## src/include/eag_pkg.sv

```systemverilog
// package: modes, sizes and constants for the effective address generator
package eag_pkg;

  // ----------------------------------------------------------------
  // addressing modes
  // ----------------------------------------------------------------
  typedef enum logic [2:0] {
    EAG_MODE_REG_DIRECT = 3'h0,
    EAG_MODE_REG_IND    = 3'h1,
    EAG_MODE_POST_INC   = 3'h2,
    EAG_MODE_PRE_DEC    = 3'h3,
    EAG_MODE_DISP4      = 3'h4,
    EAG_MODE_INDEXED    = 3'h5,
    EAG_MODE_GBR_DISP8  = 3'h6
  } eag_mode_t;

  // ----------------------------------------------------------------
  // operand sizes
  // ----------------------------------------------------------------
  typedef enum logic [1:0] {
    EAG_SIZE_BYTE = 2'h0,
    EAG_SIZE_WORD = 2'h1,
    EAG_SIZE_LONG = 2'h2
  } eag_size_t;

  // ----------------------------------------------------------------
  // widths, reset values, step sizes and shift amounts
  // ----------------------------------------------------------------
  localparam int          EAG_ADDR_W     = 32;
  localparam int          EAG_DISP4_W    = 4;
  localparam int          EAG_DISP8_W    = 8;
  localparam logic [31:0] EAG_ADDR_RST   = 32'h0000_0000;
  localparam logic [31:0] EAG_STEP_BYTE  = 32'h0000_0001;
  localparam logic [31:0] EAG_STEP_WORD  = 32'h0000_0002;
  localparam logic [31:0] EAG_STEP_LONG  = 32'h0000_0004;
  localparam int          EAG_SHIFT_WORD = 1;
  localparam int          EAG_SHIFT_LONG = 2;

endpackage : eag_pkg

```

## src/rtl/eag_scaler.sv

```systemverilog
// scaler: zero-extends a displacement and scales it by operand size
`timescale 1ns/1ps
module eag_scaler
  import eag_pkg::*;
#(
  parameter int DISP_W = 8
) (
  // displacement and operand size in
  input  wire logic [DISP_W-1:0] disp,
  input  wire eag_size_t         size,
  // scaled result and address step
  output logic [31:0]            scaled,
  output logic [31:0]            step
);

  logic [31:0] disp_ext;

  always_comb begin
    disp_ext = {{(32-DISP_W){1'b0}}, disp};
    case (size)
      EAG_SIZE_BYTE: begin
        scaled = disp_ext;
        step   = EAG_STEP_BYTE;
      end
      EAG_SIZE_WORD: begin
        scaled = disp_ext << EAG_SHIFT_WORD;
        step   = EAG_STEP_WORD;
      end
      default: begin
        scaled = disp_ext << EAG_SHIFT_LONG;
        step   = EAG_STEP_LONG;
      end
    endcase
  end

endmodule : eag_scaler

```

## src/rtl/eag_top.sv

```systemverilog
// top: effective address generator datapath with registered outputs
`timescale 1ns/1ps
module eag_top
  import eag_pkg::*;
(
  // clock and reset
  input  wire logic        CORE_CLK,
  input  wire logic        RESET_N,
  input  wire logic        CLK_EN,
  // request from decoder
  input  wire logic        REQ_VALID,
  input  wire logic [2:0]  MODE,
  input  wire logic [1:0]  SIZE,
  input  wire logic [31:0] SELECTED_GENERAL_REGISTER,
  input  wire logic [31:0] GENERAL_REGISTER_ZERO,
  input  wire logic [31:0] GLOBAL_BASE_REGISTER,
  input  wire logic [7:0]  DISP,
  // answer to load/store unit
  output logic             RES_VALID,
  output logic             ADDR_VALID,
  output logic [31:0]      ADDR,
  output logic             OPERAND_VALID,
  output logic [31:0]      OPERAND,
  output logic             WB_VALID,
  output logic [31:0]      WB_DATA
);

  // ----------------------------------------------------------------
  // scaling
  // ----------------------------------------------------------------
  eag_mode_t   mode;
  eag_size_t   size;
  logic [31:0] scaled4;
  logic [31:0] scaled8;
  logic [31:0] step;

  assign mode = eag_mode_t'(MODE);
  assign size = eag_size_t'(SIZE);

  eag_scaler #(.DISP_W(EAG_DISP4_W)) u_scale4 (
    .disp   (DISP[EAG_DISP4_W-1:0]),
    .size   (size),
    .scaled (scaled4),
    .step   (step)
  );

  eag_scaler #(.DISP_W(EAG_DISP8_W)) u_scale8 (
    .disp   (DISP),
    .size   (size),
    .scaled (scaled8),
    .step   ()
  );

  // ----------------------------------------------------------------
  // next-value computation
  // ----------------------------------------------------------------
  logic        res_valid_reg, res_valid_next;
  logic        addr_valid_reg, addr_valid_next;
  logic [31:0] addr_reg, addr_next;
  logic        opnd_valid_reg, opnd_valid_next;
  logic [31:0] opnd_reg, opnd_next;
  logic        wb_valid_reg, wb_valid_next;
  logic [31:0] wb_data_reg, wb_data_next;

  always_comb begin
    res_valid_next  = REQ_VALID;
    addr_valid_next = 1'b0;
    addr_next       = addr_reg;
    opnd_valid_next = 1'b0;
    opnd_next       = opnd_reg;
    wb_valid_next   = 1'b0;
    wb_data_next    = wb_data_reg;
    if (REQ_VALID) begin
      addr_valid_next = 1'b1;
      case (mode)
        EAG_MODE_REG_DIRECT: begin
          addr_valid_next = 1'b0;
          opnd_valid_next = 1'b1;
          opnd_next       = SELECTED_GENERAL_REGISTER;
        end
        EAG_MODE_REG_IND: begin
          addr_next = SELECTED_GENERAL_REGISTER;
        end
        EAG_MODE_POST_INC: begin
          addr_next     = SELECTED_GENERAL_REGISTER;
          wb_valid_next = 1'b1;
          wb_data_next  = SELECTED_GENERAL_REGISTER + step;
        end
        EAG_MODE_PRE_DEC: begin
          addr_next     = SELECTED_GENERAL_REGISTER - step;
          wb_valid_next = 1'b1;
          wb_data_next  = SELECTED_GENERAL_REGISTER - step;
        end
        EAG_MODE_DISP4: begin
          addr_next = SELECTED_GENERAL_REGISTER + scaled4;
        end
        EAG_MODE_INDEXED: begin
          addr_next = SELECTED_GENERAL_REGISTER + GENERAL_REGISTER_ZERO;
        end
        EAG_MODE_GBR_DISP8: begin
          addr_next = GLOBAL_BASE_REGISTER + scaled8;
        end
        default: begin
          addr_valid_next = 1'b0;
        end
      endcase
    end
  end

  // ----------------------------------------------------------------
  // registers
  // ----------------------------------------------------------------
  always_ff @(posedge CORE_CLK or negedge RESET_N) begin
    if (!RESET_N) begin
      res_valid_reg  <= 1'b0;
      addr_valid_reg <= 1'b0;
      addr_reg       <= EAG_ADDR_RST;
      opnd_valid_reg <= 1'b0;
      opnd_reg       <= EAG_ADDR_RST;
      wb_valid_reg   <= 1'b0;
      wb_data_reg    <= EAG_ADDR_RST;
    end else if (CLK_EN) begin
      res_valid_reg  <= res_valid_next;
      addr_valid_reg <= addr_valid_next;
      addr_reg       <= addr_next;
      opnd_valid_reg <= opnd_valid_next;
      opnd_reg       <= opnd_next;
      wb_valid_reg   <= wb_valid_next;
      wb_data_reg    <= wb_data_next;
    end
  end

  assign RES_VALID     = res_valid_reg;
  assign ADDR_VALID    = addr_valid_reg;
  assign ADDR          = addr_reg;
  assign OPERAND_VALID = opnd_valid_reg;
  assign OPERAND       = opnd_reg;
  assign WB_VALID      = wb_valid_reg;
  assign WB_DATA       = wb_data_reg;
endmodule : eag_top

```

## config.mk

```make
export PLATFORM = sky130hd
export DESIGN_NAME = eag_top
export DESIGN_NICKNAME = d
export VERILOG_FILES = /design/src/include/eag_pkg.sv /design/src/rtl/eag_scaler.sv /design/src/rtl/eag_top.sv
export SDC_FILE = /design/constraint.sdc
export NUM_CORES = 1
export LEC_CHECK = 0
export BUFFER_PORTS_ARGS = -buffer_cell sky130_fd_sc_hd__buf_4
export CAP_MARGIN = 40
export CORE_MARGIN = 2
export CORE_UTILIZATION = 44
export CTS_CLUSTER_SIZE = 24
export DETAILED_ROUTE_END_ITERATION = 8
export PLACE_DENSITY = 0.64
export SYNTH_ARGS = -nofsm -noshare
export SYNTH_HDL_FRONTEND = slang
export SYNTH_SLANG_ARGS = --single-unit
```

## constraint.sdc

```tcl
create_clock -name CORE_CLK -period 1.4 [get_ports CORE_CLK]
set_input_delay 0.35 -clock CORE_CLK [delete_from_list [all_inputs] [get_ports CORE_CLK]]
set_output_delay 0.35 -clock CORE_CLK [all_outputs]
set_load 0.02 [all_outputs]
```

==> impl_results.md, run 1 <==
* DRT Pass-1 Iters at 5
* Core area at roughly 20000 um2
* Clk sinks at 100
* Layout cells sized above 1 at 52.9%
* Root Buffer: clkbuf_16
* Post-Synthesis Cell Area at between 9000 and 10000 um2
* Detailed Place HPWL at around 29000 um
* CTS tree: built
* Largest family of logic cells by synthesized area: compound AO/OA/AOI/OAI gates
* Vias in the first global route at between 10000 and 15000
* Crit path kind: input pin to register
* Critical path fanouts, max at 6
* Die Ht at ~150 um
* Synthesized area per cell at between 8 and 9 um2
* Element type at the critical path end: register
* Worst endpoint required time at around 1700 ps
* Violated checks: setup timing
* Drt wl/cell at approximately 21 um
* GRT overflow at 0
* Final core occ at approximately 80%
* Syn-to-layout area delta at 78.1%
* Adder-cell share of the synthesized area at around 7.4%
* Antenna Nets Post-Route at 0
* Post-synthesis mux area share at roughly 6.7%
* Setup slack after layout at -1610 ps
* Fmax at 333 MHz
* Simple-gate area share of the yosys netlist at between 20% and 30%
* Post-synthesis net count at ~1300
* Worst slew margin at between 60% and 70%
* Yosys Warn Count at 0
* Ys async rst share at 100%
* Max clock buf depth at 2
* RSZ-0062 raised after global routing: yes
* Final setup viols at 96
* Tot Pwr at between 10000 and 15000 uW
* First-pass GRT wire length at roughly 60000 um
* Hold Path Class: input pin to register
* Top_reg_cell synth: dfrtp_1
* Synth Area in Compound Gates at between 20% and 30%
* Max cap viols at 0
* Final Max Slew Viols at 0
* Num CTS Buffers at 9
* Critical Path Max Stage Delay at roughly 330 ps
* Pleak at 0.00754 uW
* Initial antenna violation count at 0
* Fin crit share at 215%
* Overall Global Routing Usage at between 30% and 40%
* Port bufs at 212
* DIE WIDTH at approximately 150 um
* Fin cells at around 1900
* Clk Latency, worst-skew pair at between 300 and 400 ps
* Worst vdd ir at between 0.5 and 0.6 mV
* Slowest-stage cell, CP: ha_1
* Final Hold Viols at 0
* Critical Path AT at between 3000 and 4000 ps
* CTS clk-pin slew, worst paths at roughly 90 ps
* Area after DPL at approximately 14000 um2
* Pwr dens at between 800 and 900 nW/um2
* Std-Cell Rows at 52
* Netlist cell types at 73
* Drt via density at ~6
* Area share of xor/xnor cells in the synthesized design at 9.18%
* Largest net degree at the start of global routing at 66
* Post-synthesis instance total at about 1100
* Measured slew at the worst slew-check pin at approximately 560 ps
* Worst Hold Slack at 311 ps
* Post-synth EDFFs at 0
* Cells after DPL at about 1800
* N_diodes at 0
* WL final at a little over 40000 um
* Cell Chain, Critical Path: buf_8 > nor2b_4 > nand2_8 > buf_6 > nor2_4 > a31oi_2 > ha_1 > a21o_4 > buf_6 > o21bai_4 > a21oi_2 > o221ai_2 > buf_4 > a21oi_4 > buf_4 > xnor2_2 > a221oi_1 > nor3_1
* RePlAce Congestion at 0.977
* Die area at approximately 22000 um2
* Post-synthesis sequential area ratio at about 28%
* Register bit total from synthesis at 100
* Status: finished, violations left
* Vias at 11500
* Skew final at 0 ps
* Fin crit period at roughly 3000 ps
* Initial Util at between 40% and 50%
* DR iter-0 viols at between 900 and 1000
* # DRC at 0
* Crit start category: input pin
* Post-layout net count at 1826
* IO Count at 213
* Post-route cell area at ~16000 um2
* H-tree levels at 3
## placed cells by master (no fill, tap or decap), types with 8 or more instances in the layout
cell	synthesis	final
a21o_1	20	19
a21oi_1	65	37
a21oi_2	0	22
a31oi_1	16	14
and2_1	8	8
and3_1	33	33
and4_1	8	8
buf_12	0	18
buf_4	1	511
buf_6	1	69
clkbuf_16	0	10
dfrtp_1	100	100
ha_1	47	33
ha_4	0	10
inv_1	25	22
mux2_4	0	34
mux2i_1	20	14
nand2_1	134	116
nand2_2	0	11
nand2b_1	8	8
nand3_1	27	24
nand4_1	20	20
nor2_1	67	54
nor2_4	0	8
nor3_1	39	24
nor3_2	1	10
o21ai_0	109	44
o21ai_1	0	49
o21ai_2	0	9
or3_1	9	9
xnor2_1	47	26
xnor2_2	0	20
xor2_1	48	46
## timing repair
item                                    in CTS  in global routing
buffers inserted                            51                 36
pin swaps                                   95                 93
endpoints found under the hold margin       17                  0
gates cloned                                 5                  1
resized for setup                          224                130
endpoints found under the setup margin      97                 97
hold buffers                                 1                  0
## cells in the mapped netlist, types with 20 or more instances
master	number	area [um2]
a21o_1	20	150
a21oi_1	65	325
and3_1	33	206
clkbuf_1	74	278
dfrtp_1	100	2500
ha_1	47	588
inv_1	25	93.8
mux2_2	36	405
mux2i_1	20	200
nand2_1	134	503
nand3_1	27	135
nand4_1	20	125
nor2_1	67	251
nor3_1	39	195
o21ai_0	109	546
xnor2_1	47	412
xor2_1	48	420
## layer usage
| metal | routed length [um] | track usage (%) |
|---|---|---|
| met1 | 17500 | 50.4 |
| met2 | 18700 | 54.6 |
| met3 | 3680 | 6.73 |
| met4 | 1600 | 12.0 |
| met5 | 0 | 0 |
## power by group
| part | switching (uW) | total (uW) | internal (uW) |
|---|---|---|---|
| clock | 1330 | 2640 | 1310 |
| sequential | 452 | 3930 | 3480 |
| combinational | 3300 | 6420 | 3120 |
## critical path: cells and delay by family
| family | cells | cell delay (ps) |
|---|---|---|
| xor gates and xnor gates | 1 | 70 |
| buffers and inverters | 5 | 700 |
| and+or+nand+nor | 4 | 450 |
| adders and majority gates | 1 | 330 |
| AOI/OAI and AO/OA | 7 | 1360 |
## worst paths after layout
kind,start,to,slack (ps),cells past startpoint
worst max-delay path,MODE[1],ADDR[23],-1610,18
worst min register to register,WB_DATA[27],WB_DATA[27],490,2
worst min-delay path,SELECTED_GENERAL_REGISTER[31],OPERAND[31],310,2
min in group asynchronous,RESET_N,ADDR[3],440,2
max in group asynchronous,RESET_N,OPERAND[27],470,3
worst max register to register,ADDR[24],ADDR[24],180,4
## flip-flops by register name, indices dropped and copies added, names as in the netlist
register,count
OPERAND,32
RES_VALID,1
ADDR,32
ADDR_VALID,1
OPERAND_VALID,1
WB_DATA,32
WB_VALID,1
## final cells by class
class | instances | area (um2)
Multi-Input combinational cell | 920 | 7770
Clock buffer | 10 | 239
Fill cell | 1322 | 4100
Clock inverter | 6 | 61.3
Timing Repair Buffer | 606 | 5120
Tap cell | 270 | 338
Sequential cell | 100 | 2500
Inverter | 25 | 101
## cell families (layout without fill, tap and decap cells)
family / Yosys count / count (layout)
muxes: 56 / 56
and+or+nand+nor: 400 / 400
adders and majority gates: 51 / 51
AOI/OAI and AO/OA: 318 / 318
buffers and inverters: 107 / 647
xor gates and xnor gates: 95 / 95
DFF: 100 / 100
## per-stage QoR
step	setup TNS, ps	setup WS [ps]
5_1_grt	-90660	-1700
2_1_floorplan	-82940	-1920
3_5_place_dp	-124610	-2040
6_report	-85890	-1610
4_1_cts	-80200	-1560
3_3_place_gp	-120960	-1940
Power figures use the tool's default switching activity.
==> inputs of run 2 (changes only) <==
- BUFFER_PORTS_ARGS: -buffer_cell sky130_fd_sc_hd__buf_4 -> -buffer_cell sky130_fd_sc_hd__buf_2
- CORE_UTILIZATION: 44 -> 56
- PLACE_DENSITY: 0.64 -> 0.8
==> run 2 against run 1 <==
The flow now stops in global routing; synthesized area did not move; synthesized cell count did not move.
==> impl_results.md, run 2 <==
* Status: did not finish
* Stop stage: global routing
* Err: [ERROR GRT-0232] Routing congestion too high. Check the congestion heatmap in the GUI.
* H-tree levels at 3
* Std-Cell Rows at 46
* Post-synthesis net count at around 1300
* Register bit total from synthesis at 100
* Synth Area in Compound Gates at 22.6%
* Detailed Place HPWL at between 30000 and 40000 um
* Top_reg_cell synth: dfrtp_1
* Num CTS Buffers at 9
* Overall Global Routing Usage at 82.1%
* Post-synthesis mux area share at about 6.7%
* Simple-gate area share of the yosys netlist at a little over a fifth
* Largest net degree at the start of global routing at 66
* Ys async rst share at 100%
* Post-synthesis instance total at around 1100
* Post-Synthesis Cell Area at between 9000 and 10000 um2
* DIE WIDTH at 131 um
* Synthesized area per cell at 8.04 um2
* Post-synthesis sequential area ratio at 27.6%
* Initial Util at 57.2%
* Area share of xor/xnor cells in the synthesized design at 9.18%
* Adder-cell share of the synthesized area at about 7.4%
* GRT overflow at 40
* Largest area contributor in the netlist: dfrtp_1
* Yosys top cell area share at between 20 and 30%
* IO Count at ~210
* Area after DPL at between 10000 and 15000 um2
* RePlAce Congestion at 1.02
* Die Ht at ~130 um
* Most instantiated cells after synthesis: nand2_1, o21ai_0, dfrtp_1, clkbuf_1, nor2_1
* Netlist cell types at between 70 and 80
* Synth top area cells: dfrtp_1, ha_1, o21ai_0
* Port bufs at approximately 210
* Yosys Warn Count at 0
* Clk sinks at 100
* Post-synth EDFFs at 0
* Root Buffer: clkbuf_16
* Largest family of logic cells by synthesized area: compound AO/OA/AOI/OAI gates
* Most common cell in the netlist: nand2_1
* Max clock buf depth at 2
## run 2: per-layer routing
metal,track usage (%),overflow
met4,81.4,16
met1,83.7,1
met5,28.9,0
met3,69.0,3
met2,95.7,20
## run 2: what timing repair did
item / in CTS
gates resized for setup: 224
pin swaps: 134
setup buffers: 50
hold endpoints to repair: 7
endpoints found under the setup margin: 97
cloned: 4
hold buffers: 1
## run 2: cell families after synthesis
| family | after synthesis |
|---|---|
| buffers and inverters | 107 |
| muxes | 56 |
| AOI/OAI and AO/OA | 318 |
| DFF | 100 |
| adders and majority gates | 51 |
| and+or+nand+nor | 400 |
| xor gates and xnor gates | 95 |
## run 2: through the flow
| step | hold slack, ps | std cells | worst slack, ps |
|---|---|---|---|
| floorplan | 54.4 | 1127 | -1920 |
| detailed placement | 366 | 1790 | -2060 |
| CTS | 345 | 1856 | -1620 |
| global placement | 358 | 1790 | -1930 |
==> inputs of run 3 (changes only) <==
- CORE_UTILIZATION: 56 -> 40
- CTS_CLUSTER_SIZE: 24 -> default
- PLACE_DENSITY: 0.8 -> default
- PLACE_DENSITY_LB_ADDON: default -> 0.15
==> run 3 against run 2 <==
The flow now finishes, with violations (setup timing).
==> impl_results.md, run 3 (synthesis gave the netlist of run 1 again) <==
* Status: finished, violations left
* Violated checks: setup timing
* Critical Path AT at 3300 ps
* Fmax at 328 MHz
* Worst endpoint required time at between 1500 and 2000 ps
* Initial antenna violation count at 0
* Drt via density at about 5.6
* # DRC at 0
* Fin crit share at 218%
* Vias in the first global route at just over 10000
* Reg2reg start: ADDR[24]
* Hold Crit Depth at 2
* Clk sinks at 100
* Setup crit start: MODE[1]
* Critical path fanouts, max at 8
* Cells after DPL at around 1900
* Fillers at approximately 1900
* CTS clk-pin slew, worst paths at roughly 80 ps
* Port bufs at 212
* Detailed Place HPWL at 28200 um
* DRT Pass-1 Iters at 5
* Setup slack after layout at -1650 ps
* IO Count at about 210
* First-pass GRT wire length at around 56000 um
* Hold Path Class: input pin to register
* Largest net degree at the start of global routing at 66
* Hold EP: OPERAND[31]
* Pleak at roughly 0.0073 uW
* Crit start category: input pin
* Register area at about 2500 um2
* R2r setup slk at 170 ps
* Initial Util at slightly above 40%
* Final Hold Viols at 0
* CTS tree: built
* RePlAce Congestion at 0.947
* Worst Hold Launch: SELECTED_GENERAL_REGISTER[31]
* Most frequent cells in the layout: buf_4, buf_2, nand2_1, dfrtp_1, nor2_1
* Layout cells sized above 1 at roughly half
* Overall Global Routing Usage at between 20% and 30%
* Final Max Slew Viols at 0
* Die area at approximately 24000 um2
* Fin crit period at about 3000 ps
* WL final at between 30000 and 40000 um
* Post-layout net count at approximately 1800
* Worst slew margin at 67.3%
* Setup_tns at -82530 ps
* Worst vdd ir at between 0.5 and 0.6 mV
* FF-to-FF End: ADDR[24]
* Syn-to-layout area delta at 68.7%
* Final setup viols at between 90 and 100
* RSZ-0062 raised after global routing: yes
* Crit path kind: input pin to register
* Worst reg2reg path depth at 4
* Measured slew at the worst slew-check pin at just under 500 ps
* Skew final at 0 ps
* Max clock buf depth at 2
* Clk Latency, worst-skew pair at roughly 360 ps
* DIE WIDTH at 155 um
* Num CTS Buffers at 9
* GRT overflow at 0
* DR iter-0 viols at between 800 and 900
* Area of the multi-input gates at 7620 um2
* N_diodes at 0
* Pwr dens at between 700 and 800 nW/um2
* Element type at the critical path end: register
* Std-Cell Rows at between 50 and 60
* H-tree levels at 3
* Root Buffer: clkbuf_16
* Max cap viols at 0
* Fin cells at between 1500 and 2000
* Commonest non-fill, non-tap cell in the layout: buf_4
* Drt wl/cell at between 15 and 20 um
* Die Ht at about 150 um
* Core area at 22400 um2
* Vias at between 10000 and 15000
* Antenna Nets Post-Route at 0
## run 3: per-layer routing
layer | vias to the layer above | routed length (um) | GRT usage [%] | part of all wire (%)
met5 | - | 0 | 0 | 0
met4 | 0 | 992 | 8.42 | 2.7
met3 | 61 | 2470 | 4.06 | 6.6
met2 | 403 | 16600 | 45.8 | 44
met1 | 5175 | 17300 | 43.6 | 46
li1 | 5195 | - | - | -
## run 3: how the worst max path moves through the flow
stage                          end  slack (ps)  cells after the start
after global placement    ADDR[29]       -2000                     16
after CTS                 ADDR[24]       -1550                     13
final                     ADDR[26]       -1650                     15
after floorplan           ADDR[24]       -1920                     14
after detailed placement  ADDR[30]       -2040                     14
after global routing      ADDR[24]       -1710                     14
## run 3: metrics by stage
stage / setup slack (ps) / total power (uW) / instance area [um2] / utilization (%) / hold slack, ps
6_report: -1650 / 12000 / 15300 / 68.1 / 351
5_1_grt: -1710 / 12600 / 15300 / 68.1 / 362
4_1_cts: -1550 / 11800 / 14600 / 65.3 / 344
3_5_place_dp: -2040 / 8910 / 13300 / 59.1 / 361
3_3_place_gp: -2000 / 8830 / 13300 / 59.1 / 359
2_1_floorplan: -1920 / 6670 / 9780 / - / 54.4
## run 3: layout make-up
cell class	instances	share of cell area (%)
clock buffers	9	1.47
clock inverters	7	0.360
inverters	25	0.630
multi-input cells	920	49.9
flip-flops and latches	100	16.4
well taps	285	2.33
repair buffers	596	29.0
## run 3: power breakdown
part / switching (uW) / internal, uW / leakage (uW)
combinational: 3100 / 2580 / 0.00595
sequential: 395 / 3480 / 0.00123
clock: 1250 / 1230 / 0.000139
## run 3: repair_timing
action                                 in CTS  in global routing
resized for setup                         205                100
endpoints found under the hold margin      39                  0
pin swaps                                 104                 81
setup buffers                              32                 29
hold buffers                                1                  0
setup endpoints to repair                  97                 96
cloned                                      2                  2
## run 3: worst max-delay path, stage by stage
cell	delay [ps]
buf_8	110
nor2b_4	200
nand2_8	100
mux2_4	320
ha_4	270
a21o_1	180
a311oi_4	130
or2_4	260
buf_4	140
o41ai_4	280
nand2_2	150
a221oi_4	340
buf_4	170
mux2i_2	200
a31oi_1	100
